**src/core/ebtp_regs.svh**
```systemverilog
`ifndef EBTP_REGS_SVH
`define EBTP_REGS_SVH

// register indices, byte address is index * 4
`define EBTP_IDX_CTRL 6'h32
`define EBTP_IDX_CNT  6'h33
`define EBTP_IDX_DIV  6'h34
`define EBTP_IDX_LIM  6'h38

// reset values
`define EBTP_CTRL_RST 8'h00
`define EBTP_CNT_RST  8'h00
`define EBTP_DIV_RST  8'h00
`define EBTP_LIM_RST  8'h00

// timer_control fields
`define EBTP_CSEL_HI  7
`define EBTP_CSEL_LO  4
`define EBTP_OSEL_HI  3
`define EBTP_OSEL_LO  2
`define EBTP_MODE_BIT 1
`define EBTP_INV_BIT  0

// timer_divider_setup fields
`define EBTP_RES_BIT  7
`define EBTP_PRE_HI   6
`define EBTP_PRE_LO   5
`define EBTP_SCL_HI   4
`define EBTP_SCL_LO   0

// prescaler terminal counts for /1, /4, /16, /64
`define EBTP_PRE1_LAST  6'h00
`define EBTP_PRE4_LAST  6'h03
`define EBTP_PRE16_LAST 6'h0F
`define EBTP_PRE64_LAST 6'h3F

// clock source sampler lanes
`define EBTP_SRC_FAST 0
`define EBTP_SRC_XTAL 1
`define EBTP_SRC_SLOW 2
`define EBTP_SRC_CMP  3
`define EBTP_SRC_OPA  4
`define EBTP_SRC_A0   5
`define EBTP_SRC_B0   6
`define EBTP_SRC_A4   7
`define EBTP_SRC_N    8

`endif

```
**src/core/ebtp_pkg.sv**
```systemverilog
package ebtp_pkg;

	typedef enum logic [3:0] {
		CS_STOP = 4'h0,
		CS_SYS  = 4'h1,
		CS_FAST = 4'h2,
		CS_XTAL = 4'h3,
		CS_SLOW = 4'h4,
		CS_CMP  = 4'h5,
		CS_OPA  = 4'h6,
		CS_A0_R = 4'h8,
		CS_A0_F = 4'h9,
		CS_B0_R = 4'hA,
		CS_B0_F = 4'hB,
		CS_A4_R = 4'hC,
		CS_A4_F = 4'hD
	} ebtp_csel_t;

	typedef enum logic {MD_PERIOD = 1'b0, MD_PWM = 1'b1} ebtp_mode_t;

	typedef enum logic [1:0] {OS_NONE = 2'h0, OS_B5 = 2'h1, OS_B6 = 2'h2, OS_B7 = 2'h3} ebtp_osel_t;

	typedef enum logic [1:0] {PS_1 = 2'h0, PS_4 = 2'h1, PS_16 = 2'h2, PS_64 = 2'h3} ebtp_pre_t;

endpackage : ebtp_pkg

```
**src/core/ebtp_tick_if.sv**
```systemverilog
interface ebtp_tick_if;
	logic                src_tick;
	ebtp_pkg::ebtp_pre_t pre;
	logic [4:0]          scale;
	logic                restart;
	logic                cnt_tick;

	modport ctl (output src_tick, output pre, output scale, output restart, input cnt_tick);
	modport div (input src_tick, input pre, input scale, input restart, output cnt_tick);
endinterface : ebtp_tick_if

```
**src/core/ebtp_timer.sv**
```systemverilog
// Function
// - the 4-bit clock field picks stop, system clock, fast osc, crystal, slow osc, comparator, op-amp or a pin edge.
// - the mode bit selects periodic square wave at 0 and pulse-width modulation at 1.
// - control bit 0 set to 1 inverts the output waveform, 0 leaves it as is.
// - divider bit 7 selects 8-bit resolution at 0 and the build-time reduced resolution at 1.
// - the prescale field divides the selected clock by 1, 4, 16 or 64.
// - the 5-bit scaler value S divides the prescaled clock further by S plus one.
// - periodic mode gives 50% duty at clock over twice (bound+1) times prescale times (scaler+1).
// - 8-bit pwm has a period of 256 counter clocks and a high time of bound+1 of them.
// - 6-bit pwm has a period of 64 counter clocks and a high time of bound+1 of them.
// - the bound is the period limit in periodic mode and the duty compare in pwm mode.
// - software reads and writes the counter, a write preloads it, and it resets to zero.
// - with the fast oscillator selected the emulator halt does not stop counting.
// - in periodic mode the counter returns to zero when it reaches the bound.
// - with comparator gating built in, a comparator result of 1 suppresses the pwm output.
//
// Decided for this implementation: register access over APB.
`include "ebtp_regs.svh"

module ebtp_timer #(
	parameter int PADDR_W  = 8,
	parameter int RED_BITS = 6,
	parameter bit GATE_CMP = 1'b0,
	parameter bit GATE_OPA = 1'b0
) (
	// clock and reset
	input  wire logic               pclk,
	input  wire logic               presetn,
	// apb slave
	input  wire logic               psel,
	input  wire logic               penable,
	input  wire logic               pwrite,
	input  wire logic [PADDR_W-1:0] paddr,
	input  wire logic [31:0]        pwdata,
	output logic      [31:0]        prdata,
	output logic                    pready,
	output logic                    pslverr,
	// clock sources, asynchronous
	input  wire logic               fast_internal_oscillator,
	input  wire logic               crystal_oscillator,
	input  wire logic               slow_internal_oscillator,
	input  wire logic               comparator_result,
	input  wire logic               op_amp_result,
	input  wire logic               port_a_line_zero,
	input  wire logic               port_b_line_zero,
	input  wire logic               port_a_line_four,
	// debug
	input  wire logic               in_circuit_emulator_halt,
	// waveform pins
	output logic                    port_b_line_five,
	output logic                    port_b_line_five_oe,
	output logic                    port_b_line_six,
	output logic                    port_b_line_six_oe,
	output logic                    port_b_line_seven,
	output logic                    port_b_line_seven_oe
);
	import ebtp_pkg::*;

	// reduced top is fixed at build time; software only picks it or the full 8 bits
	localparam logic [7:0] RED_TOP = 8'((1 << RED_BITS) - 1);

	logic [7:0]             ctrl_q;
	logic [7:0]             div_q;
	logic [7:0]             lim_q;
	logic [7:0]             cnt_q;
	logic [7:0]             cnt_d;
	logic [7:0]             rd_d;
	logic [7:0]             top;
	logic [31:0]            prdata_q;
	logic                   wave_q;
	logic                   wave_d;
	logic                   out_q;
	logic                   gate;
	logic                   sel_tick;
	logic                   tick;
	logic                   setup;
	logic                   access;
	logic                   aligned;
	logic                   hit_ctrl;
	logic                   hit_cnt;
	logic                   hit_div;
	logic                   hit_lim;
	logic                   hit_any;
	logic                   cnt_wr;
	logic [PADDR_W-3:0]     widx;
	logic [`EBTP_SRC_N-1:0] raw;
	logic [`EBTP_SRC_N-1:0] s1_q;
	logic [`EBTP_SRC_N-1:0] s2_q;
	logic [`EBTP_SRC_N-1:0] s3_q;
	logic [`EBTP_SRC_N-1:0] stab_q;
	logic [`EBTP_SRC_N-1:0] stab_d;
	logic [`EBTP_SRC_N-1:0] rise;
	logic [`EBTP_SRC_N-1:0] fall;
	ebtp_csel_t             csel;
	ebtp_mode_t             mode;
	ebtp_osel_t             osel;

	// the divider only advances on selected source ticks, so it pauses with the source
	ebtp_tick_if tk ();

	ebtp_divider u_div (
		.pclk    (pclk),
		.presetn (presetn),
		.tk      (tk.div)
	);

	// apb decode, zero wait states
	assign setup    = psel && !penable;
	assign access   = psel && penable;
	assign aligned  = (paddr[1:0] == 2'h0);
	assign widx     = paddr[PADDR_W-1:2];
	assign hit_ctrl = aligned && (widx == (PADDR_W-2)'(`EBTP_IDX_CTRL));
	assign hit_cnt  = aligned && (widx == (PADDR_W-2)'(`EBTP_IDX_CNT));
	assign hit_div  = aligned && (widx == (PADDR_W-2)'(`EBTP_IDX_DIV));
	assign hit_lim  = aligned && (widx == (PADDR_W-2)'(`EBTP_IDX_LIM));
	assign hit_any  = hit_ctrl || hit_cnt || hit_div || hit_lim;
	assign cnt_wr   = access && pwrite && hit_cnt;
	assign pready   = 1'b1;
	assign pslverr  = access && !hit_any;
	assign prdata   = prdata_q;

	// write-only registers read back as zero
	always_comb begin
		rd_d = 8'h00;
		if (hit_ctrl) begin
			rd_d = ctrl_q;
		end else if (hit_cnt) begin
			rd_d = cnt_q;
		end
	end

	// captured in setup so the word stands unchanged through the whole access phase
	always_ff @(posedge pclk or negedge presetn) begin
		if (!presetn) begin
			prdata_q <= 32'h00000000;
		end else if (setup && !pwrite) begin
			prdata_q <= {24'h000000, rd_d};
		end
	end

	always_ff @(posedge pclk or negedge presetn) begin
		if (!presetn) begin
			ctrl_q <= `EBTP_CTRL_RST;
		end else if (access && pwrite && hit_ctrl) begin
			ctrl_q <= pwdata[7:0];
		end
	end

	always_ff @(posedge pclk or negedge presetn) begin
		if (!presetn) begin
			div_q <= `EBTP_DIV_RST;
		end else if (access && pwrite && hit_div) begin
			div_q <= pwdata[7:0];
		end
	end

	always_ff @(posedge pclk or negedge presetn) begin
		if (!presetn) begin
			lim_q <= `EBTP_LIM_RST;
		end else if (access && pwrite && hit_lim) begin
			lim_q <= pwdata[7:0];
		end
	end

	assign csel = ebtp_csel_t'(ctrl_q[`EBTP_CSEL_HI:`EBTP_CSEL_LO]);
	assign mode = ebtp_mode_t'(ctrl_q[`EBTP_MODE_BIT]);
	assign osel = ebtp_osel_t'(ctrl_q[`EBTP_OSEL_HI:`EBTP_OSEL_LO]);

	// source sampling: a level counts only once stages two and three agree
	assign raw = {port_a_line_four, port_b_line_zero, port_a_line_zero, op_amp_result,
		comparator_result, slow_internal_oscillator, crystal_oscillator, fast_internal_oscillator};
	assign stab_d = (s2_q & s3_q) | (stab_q & (s2_q | s3_q));
	assign rise   = stab_d & ~stab_q;
	assign fall   = ~stab_d & stab_q;

	always_ff @(posedge pclk or negedge presetn) begin
		if (!presetn) begin
			s1_q   <= '0;
			s2_q   <= '0;
			s3_q   <= '0;
			stab_q <= '0;
		end else begin
			s1_q   <= raw;
			s2_q   <= s1_q;
			s3_q   <= s2_q;
			stab_q <= stab_d;
		end
	end

	always_comb begin
		sel_tick = 1'b0;
		case (csel)
			CS_SYS:  sel_tick = 1'b1;
			CS_FAST: sel_tick = rise[`EBTP_SRC_FAST];
			CS_XTAL: sel_tick = rise[`EBTP_SRC_XTAL];
			CS_SLOW: sel_tick = rise[`EBTP_SRC_SLOW];
			CS_CMP:  sel_tick = rise[`EBTP_SRC_CMP];
			CS_OPA:  sel_tick = rise[`EBTP_SRC_OPA];
			CS_A0_R: sel_tick = rise[`EBTP_SRC_A0];
			CS_A0_F: sel_tick = fall[`EBTP_SRC_A0];
			CS_B0_R: sel_tick = rise[`EBTP_SRC_B0];
			CS_B0_F: sel_tick = fall[`EBTP_SRC_B0];
			CS_A4_R: sel_tick = rise[`EBTP_SRC_A4];
			CS_A4_F: sel_tick = fall[`EBTP_SRC_A4];
			default: sel_tick = 1'b0;
		endcase
	end

	// halt gates every source but the fast oscillator
	assign tk.src_tick = sel_tick && (!in_circuit_emulator_halt || csel == CS_FAST);
	assign tk.pre      = ebtp_pre_t'(div_q[`EBTP_PRE_HI:`EBTP_PRE_LO]);
	assign tk.scale    = div_q[`EBTP_SCL_HI:`EBTP_SCL_LO];
	// rewriting the divider restarts both stages so the new rate starts clean
	assign tk.restart  = access && pwrite && hit_div;
	assign tick        = tk.cnt_tick;

	assign top = div_q[`EBTP_RES_BIT] ? RED_TOP : 8'hFF;

	// a preload above top in pwm mode wraps at the next tick instead of running on
	always_comb begin
		cnt_d  = cnt_q;
		wave_d = wave_q;
		if (tick) begin
			if (mode == MD_PERIOD) begin
				// wrap at bound and toggle for 50% duty
				if (cnt_q == lim_q) begin
					cnt_d  = 8'h00;
					wave_d = !wave_q;
				end else begin
					cnt_d = cnt_q + 8'h01;
				end
			end else begin
				cnt_d  = (cnt_q >= top) ? 8'h00 : cnt_q + 8'h01;
				wave_d = (cnt_d <= lim_q);
			end
		end
	end

	// counter preload wins over a tick
	always_ff @(posedge pclk or negedge presetn) begin
		if (!presetn) begin
			cnt_q <= `EBTP_CNT_RST;
		end else if (cnt_wr) begin
			cnt_q <= pwdata[7:0];
		end else begin
			cnt_q <= cnt_d;
		end
	end

	always_ff @(posedge pclk or negedge presetn) begin
		if (!presetn) begin
			wave_q <= 1'b0;
		end else begin
			wave_q <= wave_d;
		end
	end

	assign gate = (mode == MD_PWM) && ((GATE_CMP && stab_q[`EBTP_SRC_CMP]) || (GATE_OPA && stab_q[`EBTP_SRC_OPA]));

	// polarity, a gated output sits low regardless of polarity
	always_ff @(posedge pclk or negedge presetn) begin
		if (!presetn) begin
			out_q <= 1'b0;
		end else begin
			out_q <= gate ? 1'b0 : (wave_q ^ ctrl_q[`EBTP_INV_BIT]);
		end
	end

	// every pin carries the wave; only the enables decide which one drives
	assign port_b_line_five     = out_q;
	assign port_b_line_six      = out_q;
	assign port_b_line_seven    = out_q;
	assign port_b_line_five_oe  = (osel == OS_B5);
	assign port_b_line_six_oe   = (osel == OS_B6);
	assign port_b_line_seven_oe = (osel == OS_B7);
endmodule : ebtp_timer

```
**src/core/ebtp_divider.sv**
```systemverilog
`include "ebtp_regs.svh"

module ebtp_divider (
	// clock and reset
	input wire logic pclk,
	input wire logic presetn,
	// tick path
	ebtp_tick_if.div tk
);
	import ebtp_pkg::*;

	logic [5:0] pre_q;
	logic [5:0] pre_max;
	logic [4:0] scl_q;
	logic       pre_tick;

	always_comb begin
		case (tk.pre)
			PS_1:    pre_max = `EBTP_PRE1_LAST;
			PS_4:    pre_max = `EBTP_PRE4_LAST;
			PS_16:   pre_max = `EBTP_PRE16_LAST;
			default: pre_max = `EBTP_PRE64_LAST;
		endcase
	end

	// >= so a lowered factor mid-count cannot run away
	assign pre_tick = tk.src_tick && (pre_q >= pre_max);

	always_ff @(posedge pclk or negedge presetn) begin
		if (!presetn) begin
			pre_q <= 6'h00;
		end else if (tk.restart) begin
			pre_q <= 6'h00;
		end else if (tk.src_tick) begin
			pre_q <= pre_tick ? 6'h00 : pre_q + 6'h01;
		end
	end

	always_ff @(posedge pclk or negedge presetn) begin
		if (!presetn) begin
			scl_q <= 5'h00;
		end else if (tk.restart) begin
			scl_q <= 5'h00;
		end else if (pre_tick) begin
			scl_q <= (scl_q >= tk.scale) ? 5'h00 : scl_q + 5'h01;
		end
	end

	assign tk.cnt_tick = pre_tick && (scl_q >= tk.scale);
endmodule : ebtp_divider

```
**config.mk**
```make
export PLATFORM = sky130hd
export DESIGN_NAME = ebtp_timer
export DESIGN_NICKNAME = d
export VERILOG_FILES = /design/src/core/ebtp_pkg.sv /design/src/core/ebtp_tick_if.sv /design/src/core/ebtp_timer.sv /design/src/core/ebtp_divider.sv
export VERILOG_INCLUDE_DIRS = /design/src /design/src/core
export SDC_FILE = /design/constraint.sdc
export NUM_CORES = 1
export LEC_CHECK = 0
export BUFFER_PORTS_ARGS = -buffer_cell sky130_fd_sc_hd__buf_2
export CAP_MARGIN = 5
export CORE_MARGIN = 5
export CORE_UTILIZATION = 50
export DETAILED_ROUTE_END_ITERATION = 6
export GPL_ROUTABILITY_DRIVEN = 0
export PLACE_DENSITY = 0.77
export SLEW_MARGIN = 20
export SYNTH_ARGS = -nofsm -noshare
export SYNTH_HDL_FRONTEND = slang
export SYNTH_SLANG_ARGS = --single-unit
```
**constraint.sdc**
```tcl
create_clock -name pclk -period 2.8 [get_ports pclk]
set_input_delay 0.28 -clock pclk [delete_from_list [all_inputs] [get_ports pclk]]
set_output_delay 0.28 -clock pclk [all_outputs]
set_load 0.01 [all_outputs]
```
==> impl_metrics.env, run 1 <==
export IMPL_pwr_density_cell_nw_per_um2=457.6
export IMPL_p_leak_uw=0.002467
export IMPL_drv_slew=0
export IMPL_drt_wl_total_um=10200
export IMPL_yosys_warnings=0
export IMPL_synthDistinctLibCells=55
export IMPL_rsz0062_at_grt="true"
export IMPL_period_share_pct=97.65
export IMPL_avgSynthCellArea_sq_um=10.08
export IMPL_timing_final_crit_period_ns=2.734
export IMPL_crit_required_ns=3.08
export IMPL_insertion_delay_ns=0.36
export IMPL_critPathCaptureType="register"
export IMPL_drcViolationCount=0
export IMPL_reg2regPathDepth=12
export IMPL_grt_usage_pct=18.56
export IMPL_ir_drop_mv=0.3329
export IMPL_path_clk_slew_ns=0.09
export IMPL_wl_per_cell_um=15.72
export IMPL_cp_common_cell="ha_1"
export IMPL_most_common_layout_cells="dfrtp_1 (85), buf_2 (43), nor2_1 (32), nand2_1 (29), conb_1 (25)"
export IMPL_layout_commonest_cell="dfrtp_1"
export IMPL_numCtsBuffers=9
export IMPL_crit_chain="ha_1, a21oi_1, o31ai_4, buf_4, nor2_1, ha_1, and3_1, o21ai_0, a21boi_0, o311ai_0, nor4_1, a211oi_1"
export IMPL_hold_viol=55
export IMPL_fin_skew_ns=0.009533
export IMPL_htreeDepth=3
export IMPL_ys_seq_area_share_pct=45.08
export IMPL_grt_overflow=0
export IMPL_seq_area_sq_um=2127
export IMPL_cp_max_fo=4
export IMPL_timing_fmax_mhz=365.7
export IMPL_diodes=0
export IMPL_synthesis_area_sq_um=4718
export IMPL_area_growth_pct=11.59
export IMPL_synth_top_flop_cell="dfrtp_1"
export IMPL_ys_ff_latch=85
export IMPL_finalNonFillerCells=649
export IMPL_multiInputGateArea_sq_um=2287
export IMPL_dr_pass1_iters=4
export IMPL_fin_nets=593
export IMPL_grt_pass1_vias=3568
export IMPL_dieArea_sq_um=11480
export IMPL_start_util_pct=51.06
export IMPL_r2r_end="wave_q"
export IMPL_r2r_start="div_q[7]"
export IMPL_cts_tree="yes"
export IMPL_max_cap_viol_count=0
export IMPL_synth_cells=468
export IMPL_dp_cells=629
export IMPL_crit_arrival_ns=3.02
export IMPL_drive_gt1_share_pct=19.04
export IMPL_finalSetupViolCount=0
export IMPL_slew_headroom_pct=48.68
export IMPL_pin_count=94
export IMPL_die_y_um=107.1
export IMPL_ant_nets=0
export IMPL_dp_hpwl_um=7126
export IMPL_vias=3620
export IMPL_grt_max_degree=86
export IMPL_nFillCells=775
export IMPL_cp_slowest_cell="dfrtp_1"
export IMPL_crit_family="compound AO/OA/AOI/OAI gates"
export IMPL_r2r_setup_slack_ns=0.07
export IMPL_num_rows=35
export IMPL_violations="hold timing"
export IMPL_cts_root_buf="clkbuf_8"
export IMPL_drt_initial_drc_count=266
export IMPL_holdWs_ns=-0.07357
export IMPL_worst_pin_slew_ns=0.7694
export IMPL_die_x_um=107.1
export IMPL_clock_sinks=85
export IMPL_status="finished, violations left"
export IMPL_vias_per_cell=5.578
export IMPL_grt_pass1_wl_um=17260
export IMPL_clockBufferDepth=2
export IMPL_fin_util_pct=56.98
export IMPL_crit_buf_inv=1
export IMPL_fin_tns_setup_ns=0
export IMPL_antenna_found_initial=1
export IMPL_io_buffers=44
export IMPL_async_flop_share_pct=100.0
export IMPL_critical_path_class="reg2reg"
export IMPL_setup_worst_path_start_class="register"
export IMPL_synth_edf_count=0
export IMPL_slowest_delay_ns=0.41
export IMPL_hp_class="in2async"
export IMPL_core_area_sq_um=9240
==> per-stage QoR <==
step / area [sq um] / total power (uW) / hold slack [ns] / worst slack (ns)
3_3_place_gp: 5020 / 1521 / 0.3328 / 0.1252
2_1_floorplan: 4805 / 1466 / -0.01559 / 0.2624
3_5_place_dp: 5020 / 1533 / 0.3381 / 0.07814
5_1_grt: 5265 / 2516 / 0.002177 / -0.06798
6_report: 5265 / 2409 / -0.07357 / 0.06570
4_1_cts: 5225 / 2431 / 0.006498 / 0.05920
==> synth_stat cells (3+ instances only) <==
cell type	instances	share of area, %
o21ai_0	14	1.5
or3b_1	3	0.56
mux2_2	9	2.1
nor4b_1	5	0.93
o21ai_1	11	1.2
nor2_1	32	2.5
nor2b_1	5	0.66
or4_1	4	0.64
nand2_1	29	2.3
nand4_1	16	2.1
and2_1	5	0.66
maj3_1	4	0.85
clkbuf_1	12	0.95
ha_1	24	6.4
buf_2	12	1.3
nand3_1	8	0.85
mux2_1	10	2.4
dfrtp_1	85	45
inv_1	18	1.4
a31oi_1	11	1.5
or3_1	4	0.53
mux2i_1	8	1.7
nand2b_1	3	0.40
and3_1	6	0.80
xnor2_1	14	2.6
or2_2	4	0.53
nor4_1	5	0.66
buf_4	30	4.8
a21oi_1	21	2.2
nand4b_1	5	0.93
nor3_1	9	0.95
o41ai_1	7	1.3
o31ai_1	7	1.1
==> report_power, final <==
group | switching [uW] | internal, uW | total (uW)
Sequential | 28.4 | 1270 | 1290
Combinational | 137 | 85.5 | 222
Clock | 469 | 424 | 893
==> metal layers <==
layer / share of wire, % / global-route usage (%) / routed length, um
met1: 41 / 22.50 / 4208
met2: 52 / 32.80 / 5255
met3: 6.0 / 4.756 / 616
met4: 1.1 / 4.658 / 109
met5: 0.13 / 0 / 13
==> flip-flops by register name, summed over array words and instances, names as in the netlist <==
name and count:
prdata 8, s2_q 8, lim_q 8, div_q 8
ctrl_q 8, cnt_q 8, s3_q 8, stab_q 8
wave_q 1, u_div.pre_q 6, port_b_line_five 1, s1_q 8
u_div.scl_q 5
==> worst register-to-register path, stage by stage (launching register included) <==
cell and delay [ns]:
dfrtp_1 0.41, ha_1 0.33, a21oi_1 0.26, o31ai_4 0.14, buf_4 0.16, nor2_1 0.13
ha_1 0.25, and3_1 0.18, o21ai_0 0.07, a21boi_0 0.10, o311ai_0 0.36, nor4_1 0.10
a211oi_1 0.18
==> cell type report <==
type	instances	share of cell area [%]
flip-flops and latches	85	40.40
clock inverters	7	1.545
repair buffers	67	7.914
clock buffers	9	2.353
well taps	129	3.066
multi-input cells	334	43.44
inverters	18	1.283
==> cells by family (layout without fill, tap and decap cells) <==
family	after synthesis	count (layout)	share of synthesized area [%]
xor+xnor	16	16	2.970
mux	27	27	6.232
compound gates	88	88	12.46
simple gates	150	150	17.45
other cells	2	25	0.1592
fa+ha+maj	28	28	7.213
buf+inv	72	101	8.433
flops	85	85	45.08
==> worst max path at each step <==
stage	from	to	slack [ns]	depth (start not counted)
after floorplan	cnt_q[0]	wave_q	0.26	11
after detailed placement	cnt_q[0]	wave_q	0.08	11
after CTS	cnt_q[0]	wave_q	0.06	11
after global routing	div_q[7]	wave_q	-0.07	12
after global placement	cnt_q[0]	wave_q	0.13	11
final	div_q[7]	wave_q	0.07	12
==> what timing repair did <==
action | 4_1_cts | 5_1_grt
resized for setup | 0 | 1
setup endpoints to repair | 0 | 11
buffers inserted | 0 | 2
hold endpoints to repair | 0 | 2
hold buffers | 0 | 2
Power figures use the tool's default switching activity.
==> run 2, diff against run 1 <==
--- a/config.mk
+++ b/config.mk
@@ -12,8 +12,8 @@
 export CORE_UTILIZATION = 50
 export DETAILED_ROUTE_END_ITERATION = 6
 export GPL_ROUTABILITY_DRIVEN = 0
+export GPL_TIMING_DRIVEN = 0
 export PLACE_DENSITY = 0.77
-export SLEW_MARGIN = 20
 export SYNTH_ARGS = -nofsm -noshare
 export SYNTH_HDL_FRONTEND = slang
 export SYNTH_SLANG_ARGS = --single-unit
==> impl_metrics.env, run 2 (synthesis gave the netlist of run 1 again) <==
export IMPL_clockBufferDepth=2
export IMPL_crit_family="compound AO/OA/AOI/OAI gates"
export IMPL_critical_path_class="reg2reg"
export IMPL_drt_initial_drc_count=219
export IMPL_dp_hpwl_um=7799
export IMPL_slew_headroom_pct=15.66
export IMPL_slowest_delay_ns=0.55
export IMPL_cp_max_fo=10
export IMPL_fin_util_pct=60.15
export IMPL_grt_overflow=0
export IMPL_pin_count=94
export IMPL_max_cap_viol_count=0
export IMPL_critPathCaptureType="register"
export IMPL_p_leak_uw=0.002631
export IMPL_die_x_um=107.1
export IMPL_grt_pass1_vias=3719
export IMPL_htreeDepth=3
export IMPL_vias_per_cell=5.490
export IMPL_dpl_instance_area_sq_um=5216
export IMPL_startpoint="div_q[6]"
export IMPL_path_clk_slew_ns=0.10
export IMPL_io_buffers=44
export IMPL_seqPwrFrac_pct=53.2
export IMPL_crit_required_ns=3.09
export IMPL_drive_gt1_share_pct=23.89
export IMPL_numCtsBuffers=9
export IMPL_r2r_start="div_q[6]"
export IMPL_grt_pass1_wl_um=18380
export IMPL_worst_pin_slew_ns=1.252
export IMPL_timing_final_crit_period_ns=2.753
export IMPL_finalNonFillerCells=690
export IMPL_reg2regPathDepth=9
export IMPL_fin_area_sq_um=5558
export IMPL_timing_fmax_mhz=363.2
export IMPL_ir_drop_mv=0.4123
export IMPL_crit_arrival_ns=3.04
export IMPL_wl_per_cell_um=15.69
export IMPL_cts_tree="yes"
export IMPL_drv_slew=0
export IMPL_switchingPower_uw=693.0
export IMPL_p_clk_share_pct=36.1
export IMPL_fin_skew_ns=0.009956
export IMPL_path_depth=9
export IMPL_crit_buf_inv=1
export IMPL_die_y_um=107.1
export IMPL_setup_slack_ns=0.04657
export IMPL_vias=3788
export IMPL_rsz0062_at_grt="true"
export IMPL_status="finished clean"
export IMPL_drt_wl_total_um=10830
export IMPL_dp_worst_setup_slack_ns=-0.4045
export IMPL_p_int_uw=1734
export IMPL_r2r_end="u_div.pre_q[4]"
export IMPL_period_share_pct=98.34
export IMPL_fin_nets=634
export IMPL_critical_path_endpoint="u_div.pre_q[4]"
export IMPL_holdWs_ns=0.01568
export IMPL_dp_cells=665
export IMPL_start_util_pct=51.06
export IMPL_cts_root_buf="clkbuf_8"
export IMPL_setup_worst_path_start_class="register"
export IMPL_finalSetupViolCount=0
export IMPL_ant_nets=0
export IMPL_clock_sinks=85
export IMPL_dieArea_sq_um=11480
export IMPL_most_common_layout_cells="dfrtp_1 (82), buf_2 (55), nor2_1 (31), buf_4 (31), nand2_1 (29)"
export IMPL_p_comb_share_pct=10.7
export IMPL_dr_pass1_iters=5
export IMPL_r2r_setup_slack_ns=0.05
export IMPL_antenna_found_initial=0
export IMPL_area_growth_pct=17.79
export IMPL_cp_slowest_cell="a2111oi_2"
export IMPL_insertion_delay_ns=0.37
export IMPL_hp_class="in2reg"
export IMPL_hold_viol=0
export IMPL_pwr_density_cell_nw_per_um2=436.8
export IMPL_p_sw_share_pct=28.55
export IMPL_diodes=0
export IMPL_crit_chain="or2_2, ha_1, nand2b_1, a2111oi_2, o31a_1, clkbuf_2, and2_1, o21ai_1, a21oi_1"
export IMPL_grt_usage_pct=20.04
export IMPL_core_area_sq_um=9240
export IMPL_grt_max_degree=50
export IMPL_num_rows=35
export IMPL_drcViolationCount=0
export IMPL_layout_commonest_cell="dfrtp_1"
## run 2: cell count changes in the layout (fill, tap and decap cells not counted), sizes merged
cell	change
clkbuf	+12
dlygate4sd3	+6
inv	+1
bufinv	-1
clkinv	+1
buf	+23
clkinvlp	-1
## run 2: metal layers
layer / share of wire, % / track usage, %
met5: 0 / 0
met4: 2.4 / 5.662
met3: 5.2 / 5.178
met2: 50 / 34.05
met1: 43 / 25.19
## run 2: power groups by stage
stage,Sequential (uW),Combinational [uW],Clock [uW]
floorplan,1310,157,0
global placement,1310,231,0
detailed placement,1320,244,0
CTS,1290,253,894
global route,1300,289,954
finish,1290,260,875
## run 2: timing repair
action	4_1_cts	5_1_grt
pin swaps	1	1
hold buffers	6	2
resized for setup	7	11
buffers inserted	1	0
setup endpoints to repair	20	15
endpoints found under the hold margin	41	2
## run 2: per-stage QoR
| stage | power [uW] | setup TNS, ns |
|---|---|---|
| detailed placement | 1560 | -2.958 |
| CTS | 2439 | 0 |
| floorplan | 1466 | 0 |
| global route | 2542 | -0.1065 |
| finish | 2427 | 0 |
| global placement | 1545 | -1.820 |
## run 2: worst min path at each step
stage	startpoint	end	slack, ns	depth (start not counted)
after CTS	op_amp_result	s1_q[4]	0.001	1
final	op_amp_result	s1_q[4]	0.02	1
after global routing	op_amp_result	s1_q[4]	0.001	1
after global placement	s1_q[7]	s2_q[7]	0.33	0
after detailed placement	presetn	s1_q[3]	0.28	1
after floorplan	presetn	cnt_q[0]	-0.02	0
## run 2: area by class of cell
class | count | area [sq um]
plain buffers | 54 | 332.8
clock buffers | 9 | 123.9
clock inverters | 7 | 76.32
fillers | 771 | 3682
inverters | 18 | 67.56
multi-input cells | 334 | 2323
flip-flops and latches | 85 | 2131
well taps | 129 | 161.4
repair buffers | 54 | 341.6
